`src/rtl/pbg_map.vh`:
```
`ifndef PBG_MAP_VH
`define PBG_MAP_VH

// Register indexes; the APB byte address is four times the index
`define PBG_IDX_PORT_DATA     8'h06
`define PBG_IDX_OPTION_CONFIG 8'h81
`define PBG_IDX_PIN_DIRECTION 8'h86
`define PBG_IDX_PULLUP_ENABLE 8'h95
`define PBG_IDX_CHANGE_INT_EN 8'h96
`define PBG_IDX_ANALOG_SELECT 8'h9d
`define PBG_IDX_INT_CONTROL   8'ha0
`define PBG_IDX_TIMER1_OSC    8'ha1

// Reset values
`define PBG_RST_PORT_DATA     8'h00
`define PBG_RST_OPTION_CONFIG 8'hff
`define PBG_RST_PIN_DIRECTION 8'hff
`define PBG_RST_PULLUP_ENABLE 8'hff
`define PBG_RST_CHANGE_INT_EN 8'hf0
`define PBG_RST_ANALOG_SELECT 6'h3f
`define PBG_RST_INT_CONTROL   8'h00
`define PBG_RST_TIMER1_OSC    1'b0
`define PBG_RST_CHANGE_GL_EN  1'b0
`define PBG_RST_GLOBAL_INT_EN 1'b0

// Field positions
`define PBG_OPT_PULLUP_GLOBAL_OFF 7
`define PBG_INTC_CHANGE_FLAG      0
`define PBG_INTC_CHANGE_GLOBAL_EN 3
`define PBG_INTC_GLOBAL_INT_EN    7
`define PBG_ANS_PORT_BIT0         4
`define PBG_ANS_PORT_BIT1         5
`define PBG_ANS_WIDTH             6
`define PBG_T1OSC_EN              0
`define PBG_PIN_T1OSC             7

`endif

```
`src/rtl/pbg_port.v`:
```
// The APB register port was decided locally.
`timescale 1ns/100ps
`include "pbg_map.vh"

module pbg_port (
	// Clock and reset
	input  wire        pclk,
	input  wire        presetn,
	// APB slave
	input  wire        psel,
	input  wire        penable,
	input  wire        pwrite,
	input  wire [11:0] paddr,
	input  wire [31:0] pwdata,
	input  wire [3:0]  pstrb,
	output wire        pready,
	output wire        pslverr,
	output reg  [31:0] prdata,
	// Port pins
	input  wire [7:0]  pin_in,
	output reg  [7:0]  pin_out,
	output reg  [7:0]  pin_oe,
	output reg  [7:0]  pullup_on,
	// Shared pin functions
	input  wire        pwm_out_d_en,
	input  wire        pwm_out_d_val,
	output reg         analog_in4_mode,
	output reg         analog_in5_mode,
	output reg         timer1_osc_owns_pin7,
	// Core events
	output reg         change_int_req,
	output reg         wake_req
);

	reg  [7:0]  port_data_q;
	reg  [7:0]  option_config_q;
	reg  [7:0]  pin_direction_q;
	reg  [7:0]  pullup_enable_q;
	reg  [7:0]  change_int_enable_q;
	reg  [5:0]  analog_select_q;
	reg         change_int_flag_q;
	reg         change_int_global_enable_q;
	reg         global_int_enable_q;
	reg         timer1_osc_enable_q;
	reg  [7:0]  compare_q;
	reg  [7:0]  port_read_val;
	reg  [7:0]  port_data_d;
	reg  [7:0]  mismatch_bits;
	reg         mismatch;
	reg         change_int_flag_d;
	reg  [31:0] rd_mux;
	reg         addr_hit;
	wire [7:0]  idx;
	wire        setup_ph;
	wire        access_ph;
	wire        wr_en;
	wire        wr_lane0;
	wire        port_touch;

	// Zero-wait slave; index is the word address
	assign idx       = paddr[9:2];
	assign setup_ph  = psel & ~penable;
	assign access_ph = psel & penable;
	assign pready    = 1'b1;
	assign wr_en     = access_ph & pwrite & addr_hit;
	assign wr_lane0  = wr_en & pstrb[0];
	assign pslverr   = access_ph & ~addr_hit;
	assign port_touch = access_ph & (idx == `PBG_IDX_PORT_DATA) & addr_hit;

	// Address decode; upper and low address bits must be clear
	always @* begin
		addr_hit = 1'b0;
		if (paddr[11:10] == 2'b00 && paddr[1:0] == 2'b00) begin
			case (idx)
				`PBG_IDX_PORT_DATA,
				`PBG_IDX_OPTION_CONFIG,
				`PBG_IDX_PIN_DIRECTION,
				`PBG_IDX_PULLUP_ENABLE,
				`PBG_IDX_CHANGE_INT_EN,
				`PBG_IDX_ANALOG_SELECT,
				`PBG_IDX_INT_CONTROL,
				`PBG_IDX_TIMER1_OSC: addr_hit = 1'b1;
				default: addr_hit = 1'b0;
			endcase
		end
	end

	// Pin level as software sees it; analog pins read as one
	always @* begin
		port_read_val = pin_in;
		if (analog_select_q[`PBG_ANS_PORT_BIT0])
			port_read_val[0] = 1'b1;
		if (analog_select_q[`PBG_ANS_PORT_BIT1])
			port_read_val[1] = 1'b1;
	end

	// Read-modify-write: unstrobed low lane keeps the sampled pin levels
	always @* begin
		port_data_d = port_data_q;
		if (wr_en && idx == `PBG_IDX_PORT_DATA)
			port_data_d = pstrb[0] ? pwdata[7:0] : port_read_val;
	end

	// Change detect: input pins only, each gated by its own enable
	always @* begin
		mismatch_bits = (port_read_val ^ compare_q) & change_int_enable_q & pin_direction_q;
		mismatch      = |mismatch_bits;
	end

	// Flag set wins over a software clear in the same cycle
	always @* begin
		change_int_flag_d = change_int_flag_q;
		if (wr_lane0 && idx == `PBG_IDX_INT_CONTROL)
			change_int_flag_d = pwdata[`PBG_INTC_CHANGE_FLAG];
		if (mismatch)
			change_int_flag_d = 1'b1;
	end

	// Read data captured in setup so it is stable through access
	always @* begin
		rd_mux = 32'h0000_0000;
		case (idx)
			`PBG_IDX_PORT_DATA:     rd_mux[7:0] = port_read_val;
			`PBG_IDX_OPTION_CONFIG: rd_mux[7:0] = option_config_q;
			`PBG_IDX_PIN_DIRECTION: rd_mux[7:0] = pin_direction_q;
			`PBG_IDX_PULLUP_ENABLE: rd_mux[7:0] = pullup_enable_q;
			`PBG_IDX_CHANGE_INT_EN: rd_mux[7:0] = change_int_enable_q;
			`PBG_IDX_ANALOG_SELECT: rd_mux[5:0] = analog_select_q;
			`PBG_IDX_INT_CONTROL: begin
				rd_mux[`PBG_INTC_CHANGE_FLAG]      = change_int_flag_q;
				rd_mux[`PBG_INTC_CHANGE_GLOBAL_EN] = change_int_global_enable_q;
				rd_mux[`PBG_INTC_GLOBAL_INT_EN]    = global_int_enable_q;
			end
			`PBG_IDX_TIMER1_OSC:    rd_mux[`PBG_T1OSC_EN] = timer1_osc_enable_q;
			default:                rd_mux = 32'h0000_0000;
		endcase
	end

	always @(posedge pclk or negedge presetn) begin
		if (!presetn)
			prdata <= 32'h0000_0000;
		else if (setup_ph && !pwrite)
			prdata <= addr_hit ? rd_mux : 32'h0000_0000;
	end

	// Software registers; reset puts pull-ups off and pins 1,0 analog
	always @(posedge pclk or negedge presetn) begin
		if (!presetn) begin
			port_data_q         <= `PBG_RST_PORT_DATA;
			option_config_q     <= `PBG_RST_OPTION_CONFIG;
			pin_direction_q     <= `PBG_RST_PIN_DIRECTION;
			pullup_enable_q     <= `PBG_RST_PULLUP_ENABLE;
			change_int_enable_q <= `PBG_RST_CHANGE_INT_EN;
			analog_select_q     <= `PBG_RST_ANALOG_SELECT;
			change_int_global_enable_q <= `PBG_RST_CHANGE_GL_EN;
			global_int_enable_q <= `PBG_RST_GLOBAL_INT_EN;
			timer1_osc_enable_q <= `PBG_RST_TIMER1_OSC;
		end else begin
			port_data_q <= port_data_d;
			if (wr_lane0) begin
				case (idx)
					`PBG_IDX_OPTION_CONFIG: option_config_q     <= pwdata[7:0];
					`PBG_IDX_PIN_DIRECTION: pin_direction_q     <= pwdata[7:0];
					`PBG_IDX_PULLUP_ENABLE: pullup_enable_q     <= pwdata[7:0];
					`PBG_IDX_CHANGE_INT_EN: change_int_enable_q <= pwdata[7:0];
					`PBG_IDX_ANALOG_SELECT: analog_select_q     <= pwdata[5:0];
					`PBG_IDX_INT_CONTROL: begin
						change_int_global_enable_q <= pwdata[`PBG_INTC_CHANGE_GLOBAL_EN];
						global_int_enable_q        <= pwdata[`PBG_INTC_GLOBAL_INT_EN];
					end
					`PBG_IDX_TIMER1_OSC: timer1_osc_enable_q <= pwdata[`PBG_T1OSC_EN];
					default: timer1_osc_enable_q <= timer1_osc_enable_q;
				endcase
			end
		end
	end

	// Compare latch follows every port access; a change in that same cycle still sets the flag
	always @(posedge pclk or negedge presetn) begin
		if (!presetn) begin
			compare_q         <= 8'h00;
			change_int_flag_q <= 1'b0;
		end else begin
			if (port_touch)
				compare_q <= port_read_val;
			change_int_flag_q <= change_int_flag_d;
		end
	end

	// Pin drivers, pull-ups and shared functions, all from flip-flops
	always @(posedge pclk or negedge presetn) begin
		if (!presetn) begin
			pin_out              <= 8'h00;
			pin_oe               <= 8'h00;
			pullup_on            <= 8'h00;
			analog_in4_mode      <= 1'b1;
			analog_in5_mode      <= 1'b1;
			timer1_osc_owns_pin7 <= 1'b0;
			change_int_req       <= 1'b0;
			wake_req             <= 1'b0;
		end else begin
			pin_out <= port_data_q;
			pin_oe  <= ~pin_direction_q;
			// Pull-up needs enable, global on, and input direction
			pullup_on <= pullup_enable_q & pin_direction_q &
				{8{~option_config_q[`PBG_OPT_PULLUP_GLOBAL_OFF]}};
			if (pwm_out_d_en) begin
				pin_out[`PBG_PIN_T1OSC] <= pwm_out_d_val;
				pin_oe[`PBG_PIN_T1OSC]  <= 1'b1;
			end
			// Oscillator wins over port latch and PWM alike
			if (timer1_osc_enable_q) begin
				pin_out[`PBG_PIN_T1OSC]    <= 1'b0;
				pin_oe[`PBG_PIN_T1OSC]     <= 1'b0;
				pullup_on[`PBG_PIN_T1OSC]  <= 1'b0;
			end
			timer1_osc_owns_pin7 <= timer1_osc_enable_q;
			analog_in4_mode <= analog_select_q[`PBG_ANS_PORT_BIT0];
			analog_in5_mode <= analog_select_q[`PBG_ANS_PORT_BIT1];
			// Wake ignores the global enable; sleep exit needs only the source
			wake_req <= change_int_flag_q & change_int_global_enable_q;
			change_int_req <= change_int_flag_q & change_int_global_enable_q &
				global_int_enable_q;
		end
	end

endmodule

```
`config.mk`:
```
export PLATFORM = sky130hd
export DESIGN_NAME = pbg_port
export DESIGN_NICKNAME = d
export VERILOG_FILES = /design/src/rtl/pbg_port.v
export VERILOG_INCLUDE_DIRS = /design/src /design/src/rtl
export SDC_FILE = /design/constraint.sdc
export NUM_CORES = 1
export LEC_CHECK = 0
export BUFFER_PORTS_ARGS = -buffer_cell sky130_fd_sc_hd__buf_2
export CAP_MARGIN = 20
export CELL_PAD_IN_SITES_DETAIL_PLACEMENT = 0
export CELL_PAD_IN_SITES_GLOBAL_PLACEMENT = 1
export CORE_MARGIN = 4
export CORE_UTILIZATION = 44
export DETAILED_ROUTE_END_ITERATION = 10
export HOLD_SLACK_MARGIN = 0.05
export PLACE_DENSITY = 0.85
export SLEW_MARGIN = 25
export SYNTH_ARGS = -nofsm -noshare
export SYNTH_HDL_FRONTEND = slang
export SYNTH_SLANG_ARGS = --single-unit
```
`constraint.sdc`:
```
create_clock -name pclk -period 2.1 [get_ports pclk]
set_clock_uncertainty 0.1 [all_clocks]
set_input_delay 0 -clock pclk [delete_from_list [all_inputs] [get_ports pclk]]
set_output_delay 0 -clock pclk [all_outputs]
set_load 0.02 [all_outputs]
```
==> results of run 1 <==
==> routing by layer <==
metal,GRT usage,vias to the layer above,routed length (µm)
li1,-,1517,-
met5,0,-,0
met2,0.324,133,5520
met1,0.278,1628,4880
met4,0.0774,0,154
met3,0.0303,13,996
==> worst max-delay path, delay by kind of cell <==
family	cells	cell delay, ps
buffers and inverters	4	2210
==> power by group through the flow <==
| stage | Sequential, W | Clock (W) | Combinational, W |
|---|---|---|---|
| 3_5_place_dp | 0.00187 | 0 | 0.000253 |
| 5_1_grt | 0.00184 | 0.00150 | 0.000311 |
| 4_1_cts | 0.00184 | 0.00142 | 0.000285 |
| 3_3_place_gp | 0.00187 | 0 | 0.000250 |
| 6_report | 0.00184 | 0.00139 | 0.000284 |
| 2_1_floorplan | 0.00187 | 0 | 0.000153 |
==> final cells by class <==
type,count,area (µm²)
clock buffers,11,151
clock inverters,5,78.8
fillers,910,4660
inverters,11,41.3
multi-input cells,252,1980
flip-flops and latches,95,2420
well taps,136,170
repair buffers,115,773
==> flip-flops by register name, indices dropped and copies added (netlist names), 6 cells and up <==
register and cells:
pullup_enable_q 8, pin_direction_q 8, compare_q 8, pin_out 8, pin_oe 8, option_config_q 8, analog_select_q 6, port_data_q 8
pullup_on 8, change_int_enable_q 8, prdata 8
==> through the flow <==
step | instance area (µm²) | setup slack, ps | cells
2_1_floorplan | 4690 | 339 | 396
3_3_place_gp | 5170 | 43.2 | 588
3_5_place_dp | 5170 | 31.7 | 588
4_1_cts | 5610 | 308 | 625
5_1_grt | 5610 | 171 | 625
6_report | 5610 | 345 | 625
==> cells by family (layout without fill, tap and decap cells) <==
family | after synthesis | in the layout | share of synthesized area
and+or+nand+nor | 99 | 99 | 0.137
DFF | 95 | 95 | 0.526
muxes | 71 | 71 | 0.177
AOI/OAI and AO/OA | 50 | 50 | 0.0812
buffers and inverters | 49 | 142 | 0.0643
xor gates and xnor gates | 7 | 7 | 0.0133
other | 2 | 25 | 0.00163
==> cell usage after synthesis (all sizes together), types with 6 or more instances <==
library cell	n
buf	34
nor4	6
dfstp	36
mux2	60
nor2	20
nor3	7
mux2i	11
dfrtp	59
inv	11
a22oi	8
o21ai	6
nand2	33
xnor2	7
o2bb2ai	8
==> how the worst max path moves through the flow <==
stage	startpoint	end	slack, ps	depth (start not counted)
after global placement	paddr[11]	timer1_osc_enable_q	40	6
after global routing	presetn	change_int_enable_q[3]	170	4
after floorplan	paddr[11]	timer1_osc_enable_q	340	5
final	presetn	pin_oe[3]	350	4
after CTS	presetn	pin_oe[3]	310	4
after detailed placement	paddr[11]	timer1_osc_enable_q	30	6
==> key figures, run 1 <==
Detailed routing
  – DR vias: 3291
  – Total wire length: about 12 mm
  – DR WL/cell: around 18 µm
  – ANT nets after route: 0
  – Post-detailed-route DRC marker count: 0
  – Initial DRC count: 157
  – Router iterations before antenna repair: 4
  – Via density: roughly 5.3

Layout
  – Most common cell after layout, fill and taps aside: buf_2
  – Synthesis-to-finish area growth: 21.8%
  – Antenna diodes: 0
  – Nets: between 500 and 600
  – Final Util: 0.546
  – Most frequent cells in the layout: buf_2, dfrtp_1, mux2_2
  – Share of cells above drive strength 1: 0.450

Critical path
  – CP max FO: 36
  – CP max stage delay: between 700 and 800 ps
  – CP startpoint kind: input pin
  – WP data required: 2570 ps
  – Worst EP arrival: 2220 ps
  – End of the worst register-to-register path: change_int_flag_q
  – CP most frequent cell: dlygate4sd3_1
  – Crit-path cells: dlygate4sd3_1, dlygate4sd3_1, buf_4, dlygate4sd3_1
  – Critical R2R Launch: analog_select_q[5]
  – WS Path Type: input pin to asynchronous set/reset pin
  – CP endpoint kind: asynchronous set/reset pin
  – Slowest CP cell: dlygate4sd3_1
  – R2R setup slack: 480 ps
  – FF-to-FF path depth: 4

Synth
  – Post-synth top area cell: dfrtp_1
  – Ys async rst share: 1.00
  – Yosys reg bits: 95
  – Area share of the leading cell type in the synthesized netlist: 0.320
  – Post-Syn Instances: 373
  – Synth area leaders: dfrtp_1, dfstp_2, mux2_2
  – Post-Syn Area per Cell: about 12 µm²
  – Unique cell type count in the Yosys netlist: 60
  – Syn Std Cell Area: ~0.0046 mm²
  – Sequential area share after synthesis: 0.526
  – Synth warn: 0
  – EDFF count, synth: 0
  – Dominant synthesized flop cell: dfrtp_1

Clock tree
  – Hold Buf Count CTS: 21
  – Root Buffer: clkbuf_8
  – Clk buf depth: 2
  – Worst-skew pair later-pin latency: 370 ps
  – H-tree levels: 3
  – Clock sinks: 95
  – Clk pin slew, worst setup/hold paths: 100 ps
  – CTS resizes: 0
  – Num CTS Buffers: 9
  – Post-CTS Setup Inserts: 0
  – CTS tree: built

Global routing
  – Initial antenna violation count: 0
  – Remaining global-route overflow: 0
  – Number of global-route vias before repair: roughly 3300
  – Largest net degree at the start of global routing: 58
  – Total Routing Usage GR: 0.202
  – First-pass GRT wire length: 18.2 mm

Floorplanning
  – Core area: between 0.01 and 0.015 mm²
  – Area of the die: roughly 0.012 mm²
  – Die W: 110 µm
  – Ports: roughly 130
  – Row Count: 37
  – Die height: between 100 and 150 µm
  – Starting Density: 0.448

STA
  – Final hold viol count: 0
  – Setup repair after global routing missed its margin: false
  – Max Clk Rate: between 500 and 600 MHz
  – Part of the cycle the worst path needs: 0.836
  – Setup TNS Final: 0 ps
  – Final Max Slew Viols: 0
  – Final worst path period need: around 1800 ps
  – Final Hold Slack: 78.0 ps
  – # setup viols final: 0

Power and ir drop
  – Logic pwr share: 0.081
  – Sequential share of power: 0.523
  – Peak VDD IR: between 0.2 and 0.3 mV
  – Leakage power: roughly 2.6 nW
  – Final Power: between 0.003 and 0.004 W
  – P_int: roughly 0.0027 W
  – NetSw: roughly 0.00084 W
  – Power Dens Cells: 625 mW/mm²
  – Clock share of power: 0.396
  – Switch share: 0.239

Worst hold path
  – Hold Path Class: input pin to flop
  – Hold Path End: prdata[0]
  – Hold depth: 4
  – Hold path startpoint: paddr[7]

Status
  – Status: finished clean

Placed design
  – PortBufs: 73
  – GPL Wtd Cong: 0.863
  – Detailed placement HPWL: between 8 and 9 mm

Job
  – Maxcap violations: 0
No activity file was read; power rests on OpenSTA's default activity.
==> inputs of run 2 (changes only) <==
--- a/config.mk
+++ b/config.mk
@@ -6,15 +6,16 @@
 export SDC_FILE = /design/constraint.sdc
 export NUM_CORES = 1
 export LEC_CHECK = 0
+export ABC_AREA = 1
 export BUFFER_PORTS_ARGS = -buffer_cell sky130_fd_sc_hd__buf_2
 export CAP_MARGIN = 20
 export CELL_PAD_IN_SITES_DETAIL_PLACEMENT = 0
 export CELL_PAD_IN_SITES_GLOBAL_PLACEMENT = 1
 export CORE_MARGIN = 4
-export CORE_UTILIZATION = 44
+export CORE_UTILIZATION = 35
 export DETAILED_ROUTE_END_ITERATION = 10
 export HOLD_SLACK_MARGIN = 0.05
-export PLACE_DENSITY = 0.85
+export PLACE_DENSITY = 0.77
 export SLEW_MARGIN = 25
 export SYNTH_ARGS = -nofsm -noshare
 export SYNTH_HDL_FRONTEND = slang
==> constraint.sdc (replaced) <==
create_clock -name pclk -period 1.5 [get_ports pclk]
set_clock_uncertainty 0.1 [all_clocks]
set_input_delay 0 -clock pclk [delete_from_list [all_inputs] [get_ports pclk]]
set_output_delay 0 -clock pclk [all_outputs]
set_load 0.02 [all_outputs]
==> run 2 against run 1 <==
Compared with the run above: the flow now finishes with violations (hold timing, setup timing); power up 46%; hold slack worse by 89 ps; die area up 21%; final cell count up 28%; register-to-register slack worse by 520 ps; synthesized cell count up 33%; via count up 15%; count of clock-buffer cells in the layout unchanged; combinational power up 27%; design area up 3.1%; core utilization down 8.6 points; critical path type is now flop to flop; largest cell class unchanged.
==> key figures, run 2 <==
Floorplanning
  – Die height: 121 µm (+9.8%)
  – Core area: 0.0126 mm² (+22%)
  – Row Count: 41 (+11%)
  – Area of the die: 0.0147 mm² (+21%)
  – Ports: 126 (unchanged)
  – Starting Density: 0.357 (-0.0916)
  – Die W: 121 µm (+9.8%)

Clock tree
  – Num CTS Buffers: 9 (unchanged)
  – Hold Buf Count CTS: 21 (unchanged)
  – Worst-skew pair later-pin latency: 350 ps (-20 ps)
  – Clk buf depth: 2 (unchanged)
  – Clk pin slew, worst setup/hold paths: 70 ps (-30 ps)
  – Root Buffer: clkbuf_16
  – Clock sinks: 95 (unchanged)
  – CTS tree: built
  – H-tree levels: 3 (unchanged)

Global routing
  – Remaining global-route overflow: 0 (unchanged)
  – Initial antenna violation count: 0 (unchanged)
  – Number of global-route vias before repair: 3859 (+15%)
  – First-pass GRT wire length: 19.5 mm (+6.9%)
  – Largest net degree at the start of global routing: 96 (+66%)
  – Total Routing Usage GR: 0.172 (-0.0304)

Critical path
  – CP max stage delay: 560 ps (-180 ps)
  – Crit-path leading delay family: flip-flops
  – CP startpoint kind: flop
  – Worst EP arrival: 1660 ps (-560 ps)
  – Crit-path cells: nor2_4, xnor2_2, nand3_1, nand3_2, nor4_2, buf_4, nand3_2
  – R2R setup slack: -40 ps (-520 ps)
  – CP endpoint kind: flop
  – Critical path buffer and inverter count: 1 (-3)
  – CP max FO: 2 (-94%)
  – CP most frequent cell: nand3_2
  – Slowest CP cell: dfstp_2
  – WP data required: 1620 ps (-950 ps)
  – WS Path Type: flop to flop

STA
  – Setup TNS Final: -36.0 ps (-36.0 ps)
  – Final hold viol count: 1 (+1)
  – Part of the cycle the worst path needs: 1.02
  – Worst setup margin: -36.0 ps (-381 ps)
  – Final Hold Slack: -10.9 ps (-88.8 ps)
  – # setup viols final: 1 (+1)
  – Final Max Slew Viols: 0 (unchanged)
  – Setup repair after global routing missed its margin: true
  – Final worst path period need: around 1500 ps
  – Max Clk Rate: about 650 MHz

Power and ir drop
  – Leakage power: 3.11 nW (+19%)
  – Final Power: 0.00514 W (+46%)
  – P_int: 0.00391 W (+46%)
  – Clock share of power: 0.431 (+0.035)
  – Power Dens Cells: 889 mW/mm² (+42%)
  – NetSw: 0.00123 W (+47%)
  – Logic pwr share: 0.070 (-0.011)
  – Sequential share of power: 0.499 (-0.024)
  – Peak VDD IR: 0.583 mV (+100%)
  – Switch share: 0.239 (+0.000549)

Layout
  – Most common cell after layout, fill and taps aside: nand2_1
  – Nets: 688 (+26%)
  – Antenna diodes: 0 (unchanged)
  – Share of cells above drive strength 1: 0.333 (-0.117)
  – Fillers: 1225 (+35%)
  – Most frequent cells in the layout: nand2_1, buf_2, inv_1
  – Synthesis-to-finish area growth: 29.0%

Synth
  – Post-Syn Instances: 495 (+33%)
  – Yosys reg bits: 95 (unchanged)
  – Synth area leaders: dfrtp_1, dfstp_2, nand2_1
  – Area share of the leading cell type in the synthesized netlist: 0.329 (+0.00885)
  – Syn Std Cell Area: 0.00448 mm² (-2.7%)
  – Dominant synthesized flop cell: dfrtp_1
  – Post-Syn Area per Cell: 9.06 µm² (-27%)
  – Count leader, synth: nand2_1
  – Synth warn: 0 (unchanged)
  – Sequential area share after synthesis: 0.540 (+0.0145)
  – Synth top cells by count: nand2_1, inv_1, dfrtp_1, o21ai_0, dfstp_2
  – Unique cell type count in the Yosys netlist: 36 (-40%)
  – Ys async rst share: 1.00 (unchanged)
  – EDFF count, synth: 0 (unchanged)
  – Post-synth top area cell: dfrtp_1

Placed design
  – PortBufs: 73 (unchanged)
  – Post-Place Worst Slack: -275 ps (-307 ps)
  – GPL Wtd Cong: 0.867 (+0.43%)
  – Detailed placement HPWL: 9.04 mm (+9.8%)

Status
  – Failing checks: hold timing, setup timing
  – Status: finished with violations

Detailed routing
  – Router iterations before antenna repair: 4 (unchanged)
  – Post-detailed-route DRC marker count: 0 (unchanged)
  – Total wire length: 12.2 mm (+5.6%)
  – DR vias: 3797 (+15%)
  – ANT nets after route: 0 (unchanged)
  – DR WL/cell: 15.2 µm (-18%)
  – Via density: 4.73 (-10%)
  – Initial DRC count: 315 (+100%)

Job
  – Maxcap violations: 0 (unchanged)

Worst hold path
  – Hold Path Class: input pin to flop
run 2: cell count changes after synthesis, sizes merged, moves of 5 or more:
cell,before,now
nand2,33,123
o21ai,6,77
mux2,60,0
inv,11,64
o22ai,3,18
nor2,20,33
mux2i,11,0
a22oi,8,0
nor3,7,15
o2bb2ai,8,0
nand3,4,11
a22o,5,0
xnor2,7,2
run 2: worst paths after layout:
path	from	to	cells past startpoint
max in group asynchronous	presetn	analog_select_q[3]	3
hold / removal	pin_in[1]	compare_q[1]	4
min in group asynchronous	presetn	pullup_on[3]	3
setup reg to reg	analog_select_q[5]	change_int_flag_q	7
hold reg to reg	port_data_q[0]	pin_out[0]	0
setup / recovery	analog_select_q[5]	change_int_flag_q	7
run 2: cell type report:
class / count / area, µm² / area share
Timing Repair Buffer: 131 / 872 / 0.151
Sequential cell: 95 / 2420 / 0.419
Tap cell: 172 / 215 / 0.0372
Clock inverter: 5 / 38.8 / 0.00670
Clock buffer: 11 / 253 / 0.0437
Multi-Input combinational cell: 324 / 1740 / 0.301
Inverter: 64 / 240 / 0.0415
run 2: what timing repair did:
action / CTS / global route
pin swaps: 0 / 2
gates resized for setup: 4 / 16
endpoints found under the hold margin: 156 / 1
endpoints found under the setup margin: 1 / 59
buffers inserted: 0 / 1
run 2: logic make-up (layout without fill, tap and decap cells):
| family | after synthesis | after routing | share of synthesized area |
|---|---|---|---|
| AOI/OAI and AO/OA | 103 | 103 | 0.133 |
| xor gates and xnor gates | 5 | 5 | 0.00977 |
| buffers and inverters | 99 | 211 | 0.108 |
| DFF | 95 | 95 | 0.540 |
| other | 2 | 25 | 0.00167 |
| and+or+nand+nor | 191 | 191 | 0.208 |
run 2: worst register-to-register path: stages (launching register included):
cell     delay [ps]
dfstp_2         560
nor2_4           50
xnor2_2         130
nand3_1          80
nand3_2          90
nor4_2          170
buf_4           180
nand3_2          70
run 2: power by group through the flow:
| stage | Combinational, W | Clock (W) | Sequential (W) |
|---|---|---|---|
| 6_report | 0.000360 | 0.00222 | 0.00257 |
| 5_1_grt | 0.000396 | 0.00234 | 0.00256 |
| 4_1_cts | 0.000354 | 0.00226 | 0.00257 |
| 2_1_floorplan | 0.000188 | 0 | 0.00261 |
| 3_5_place_dp | 0.000310 | 0 | 0.00261 |
| 3_3_place_gp | 0.000308 | 0 | 0.00261 |
run 2: routing by layer:
metal	part of all wire	GRT usage	vias to the layer above
li1	-	-	1818
met1	0.43	0.227	1818
met2	0.49	0.284	143
met3	0.069	0.0289	18
met4	0.016	0.0637	0
met5	0	0	-
run 2: per-stage QoR:
stage               cells  utilization  instance area (µm²)  hold WS, ps
floorplan             518            -                 4570         -396
global placement      764        0.413                 5190        -12.4
detailed placement    764        0.413                 5190        -11.8
CTS                   801        0.454                 5710        -33.8
global route          802        0.460                 5790         14.7
finish                802        0.460                 5790        -10.9
==> inputs of run 3 (changes only) <==
--- a/config.mk
+++ b/config.mk
@@ -16,6 +16,7 @@
 export DETAILED_ROUTE_END_ITERATION = 10
 export HOLD_SLACK_MARGIN = 0.05
 export PLACE_DENSITY = 0.77
+export RECOVER_POWER = 25
 export SLEW_MARGIN = 25
 export SYNTH_ARGS = -nofsm -noshare
 export SYNTH_HDL_FRONTEND = slang
==> run 3 against run 2 <==
Compared with the run above: the run still ends with hold timing, setup timing left; worst setup slack is the same; critical path depth unchanged; clock power barely moved; final cell count did not move; register-to-register slack about the same; largest power group unchanged.
==> key figures, run 3 (synthesis gave the netlist of run 2 again) <==
Status
  – Status: finished with violations
  – Failing checks: hold timing, setup timing

Critical path
  – R2R setup slack: -40 ps (about the same)
  – CP max stage delay: 560 ps (about the same)
  – CP max FO: 2 (unchanged)
  – WS Path Type: flop to flop
  – WP data required: 1620 ps (about the same)
  – Crit-path cells: nor2_4, xnor2_2, nand3_1, nand3_2, nor4_2, buf_4, nand3_2
  – Worst EP arrival: 1660 ps (about the same)
  – CP most frequent cell: nand3_2
  – CP startpoint kind: flop
  – Critical path buffer and inverter count: 1 (unchanged)
  – Slowest CP cell: dfstp_2
  – End of the worst register-to-register path: change_int_flag_q
  – Crit-path leading delay family: flip-flops
  – FF-to-FF path depth: 7 (unchanged)
  – Critical R2R Launch: analog_select_q[5]
  – CP endpoint kind: flop

Layout
  – Synthesis-to-finish area growth: 28.8%
  – Final Util: 0.460 (-0.000797)
  – Most frequent cells in the layout: nand2_1, buf_2, inv_1
  – Fillers: 1227 (+0.16%)
  – Non-Filler Instances: 802 (unchanged)
  – Most common cell after layout, fill and taps aside: nand2_1
  – Antenna diodes: 0 (unchanged)
  – Nets: 688 (unchanged)
  – Share of cells above drive strength 1: 0.332 (-0.00159)

Global routing
  – Initial antenna violation count: 0 (unchanged)
  – Remaining global-route overflow: 0 (unchanged)
  – Total Routing Usage GR: 0.172 (unchanged)
  – First-pass GRT wire length: 19.5 mm (unchanged)
  – Largest net degree at the start of global routing: 96 (unchanged)
  – Number of global-route vias before repair: 3859 (unchanged)

Floorplanning
  – Core area: 0.0126 mm² (unchanged)
  – Starting Density: 0.357 (unchanged)
  – Die W: 121 µm (unchanged)
  – Area of the die: 0.0147 mm² (unchanged)
  – Die height: 121 µm (unchanged)
  – Row Count: 41 (unchanged)
  – Ports: 126 (unchanged)

Placed design
  – Detailed placement HPWL: 9.04 mm (unchanged)
  – GPL Wtd Cong: 0.867 (unchanged)
  – PortBufs: 73 (unchanged)
  – Placed cells: 764 (unchanged)

Clock tree
  – Clock sinks: 95 (unchanged)
  – Worst-skew pair later-pin latency: 350 ps (about the same)
  – H-tree levels: 3 (unchanged)
  – Num CTS Buffers: 9 (unchanged)
  – Clk pin slew, worst setup/hold paths: 70 ps (about the same)
  – Hold Buf Count CTS: 21 (unchanged)
  – Clk buf depth: 2 (unchanged)
  – Root Buffer: clkbuf_16
  – CTS tree: built

Job
  – Maxcap violations: 0 (unchanged)

STA
  – Part of the cycle the worst path needs: 1.02 (unchanged)
  – Final worst path period need: 1540 ps (unchanged)
  – # setup viols final: 1 (unchanged)
  – Max Clk Rate: 651 MHz (unchanged)
  – Final hold viol count: 1 (unchanged)
  – Final Max Slew Viols: 0 (unchanged)
  – Relative slew slack: 0.444
  – Worst setup margin: -36.0 ps (unchanged)
  – Setup TNS Final: -36.0 ps (unchanged)
  – Slew @ Worst Pin: approximately 830 ps
  – Final Hold Slack: -10.9 ps (-0.0149 ps)
  – Setup repair after global routing missed its margin: true

Worst hold path
  – Hold path startpoint: pin_in[1]
  – Hold Path Class: input pin to flop
  – Hold Path End: compare_q[1]
  – Hold depth: 4 (unchanged)

Detailed routing
  – Initial DRC count: 315 (unchanged)
  – DR WL/cell: 15.2 µm (about the same)
  – ANT nets after route: 0 (unchanged)
  – DR vias: 3796 (-0.026%)
  – Router iterations before antenna repair: 4 (unchanged)
  – Via density: 4.73 (about the same)
  – Post-detailed-route DRC marker count: 0 (unchanged)
  – Total wire length: 12.2 mm (about the same)

Power and ir drop
  – Peak VDD IR: 0.583 mV (about the same)
  – Power Dens Cells: 890 mW/mm² (about the same)
  – Leakage power: 3.11 nW (-0.10%)
## run 3: where the power goes
part	switching, W	internal (W)
registers	0.0000000818	0.00257
clock network	0.000989	0.00123
logic	0.000241	0.000115
total	0.00123	0.00391
## run 3: repair_timing
item / 4_1_cts / 5_1_grt
gates resized for setup: 4 / 16
pin swaps: 0 / 2
gates cloned: 0 / 0
buffers inserted: 0 / 1
setup endpoints to repair: 1 / 59
endpoints found under the hold margin: 156 / 1
## run 3: through the flow
step	worst slack, ps	total power [W]	hold slack, ps	cell area, µm²
2_1_floorplan	83.4	0.00280	-396	4570
3_3_place_gp	-228	0.00292	-12.4	5190
3_5_place_dp	-275	0.00292	-11.8	5190
4_1_cts	-22.1	0.00518	-33.8	5710
5_1_grt	-124	0.00530	14.7	5780
6_report	-36.0	0.00514	-10.9	5780
## run 3: worst max-delay path by stage
stage / start / endpoint / depth (start not counted)
after global placement: paddr[8] / option_config_q[5] / 12
after CTS: analog_select_q[5] / change_int_flag_q / 7
final: analog_select_q[5] / change_int_flag_q / 7
after global routing: analog_select_q[5] / change_int_flag_q / 7
after floorplan: paddr[8] / compare_q[5] / 11
after detailed placement: paddr[5] / option_config_q[0] / 12
## run 3: worst min-delay path: stages
cell and delay [ps]:
buf_2 110, nor2_4 50, buf_4 130, o21ai_2 110
## run 3: area by class of cell
class	count	area [µm²]	area share
Sequential cell	95	2420	0.419
Multi-Input combinational cell	324	1740	0.302
Timing Repair Buffer	131	863	0.149
Clock buffer	11	253	0.0438
Inverter	64	240	0.0416
Tap cell	172	215	0.0373
Clock inverter	5	38.8	0.00672
## run 3: per-layer routing
metal	global-route usage	part of all wire
met2	0.284	0.49
met1	0.227	0.43
met4	0.0637	0.016
met3	0.0289	0.068
met5	0	0
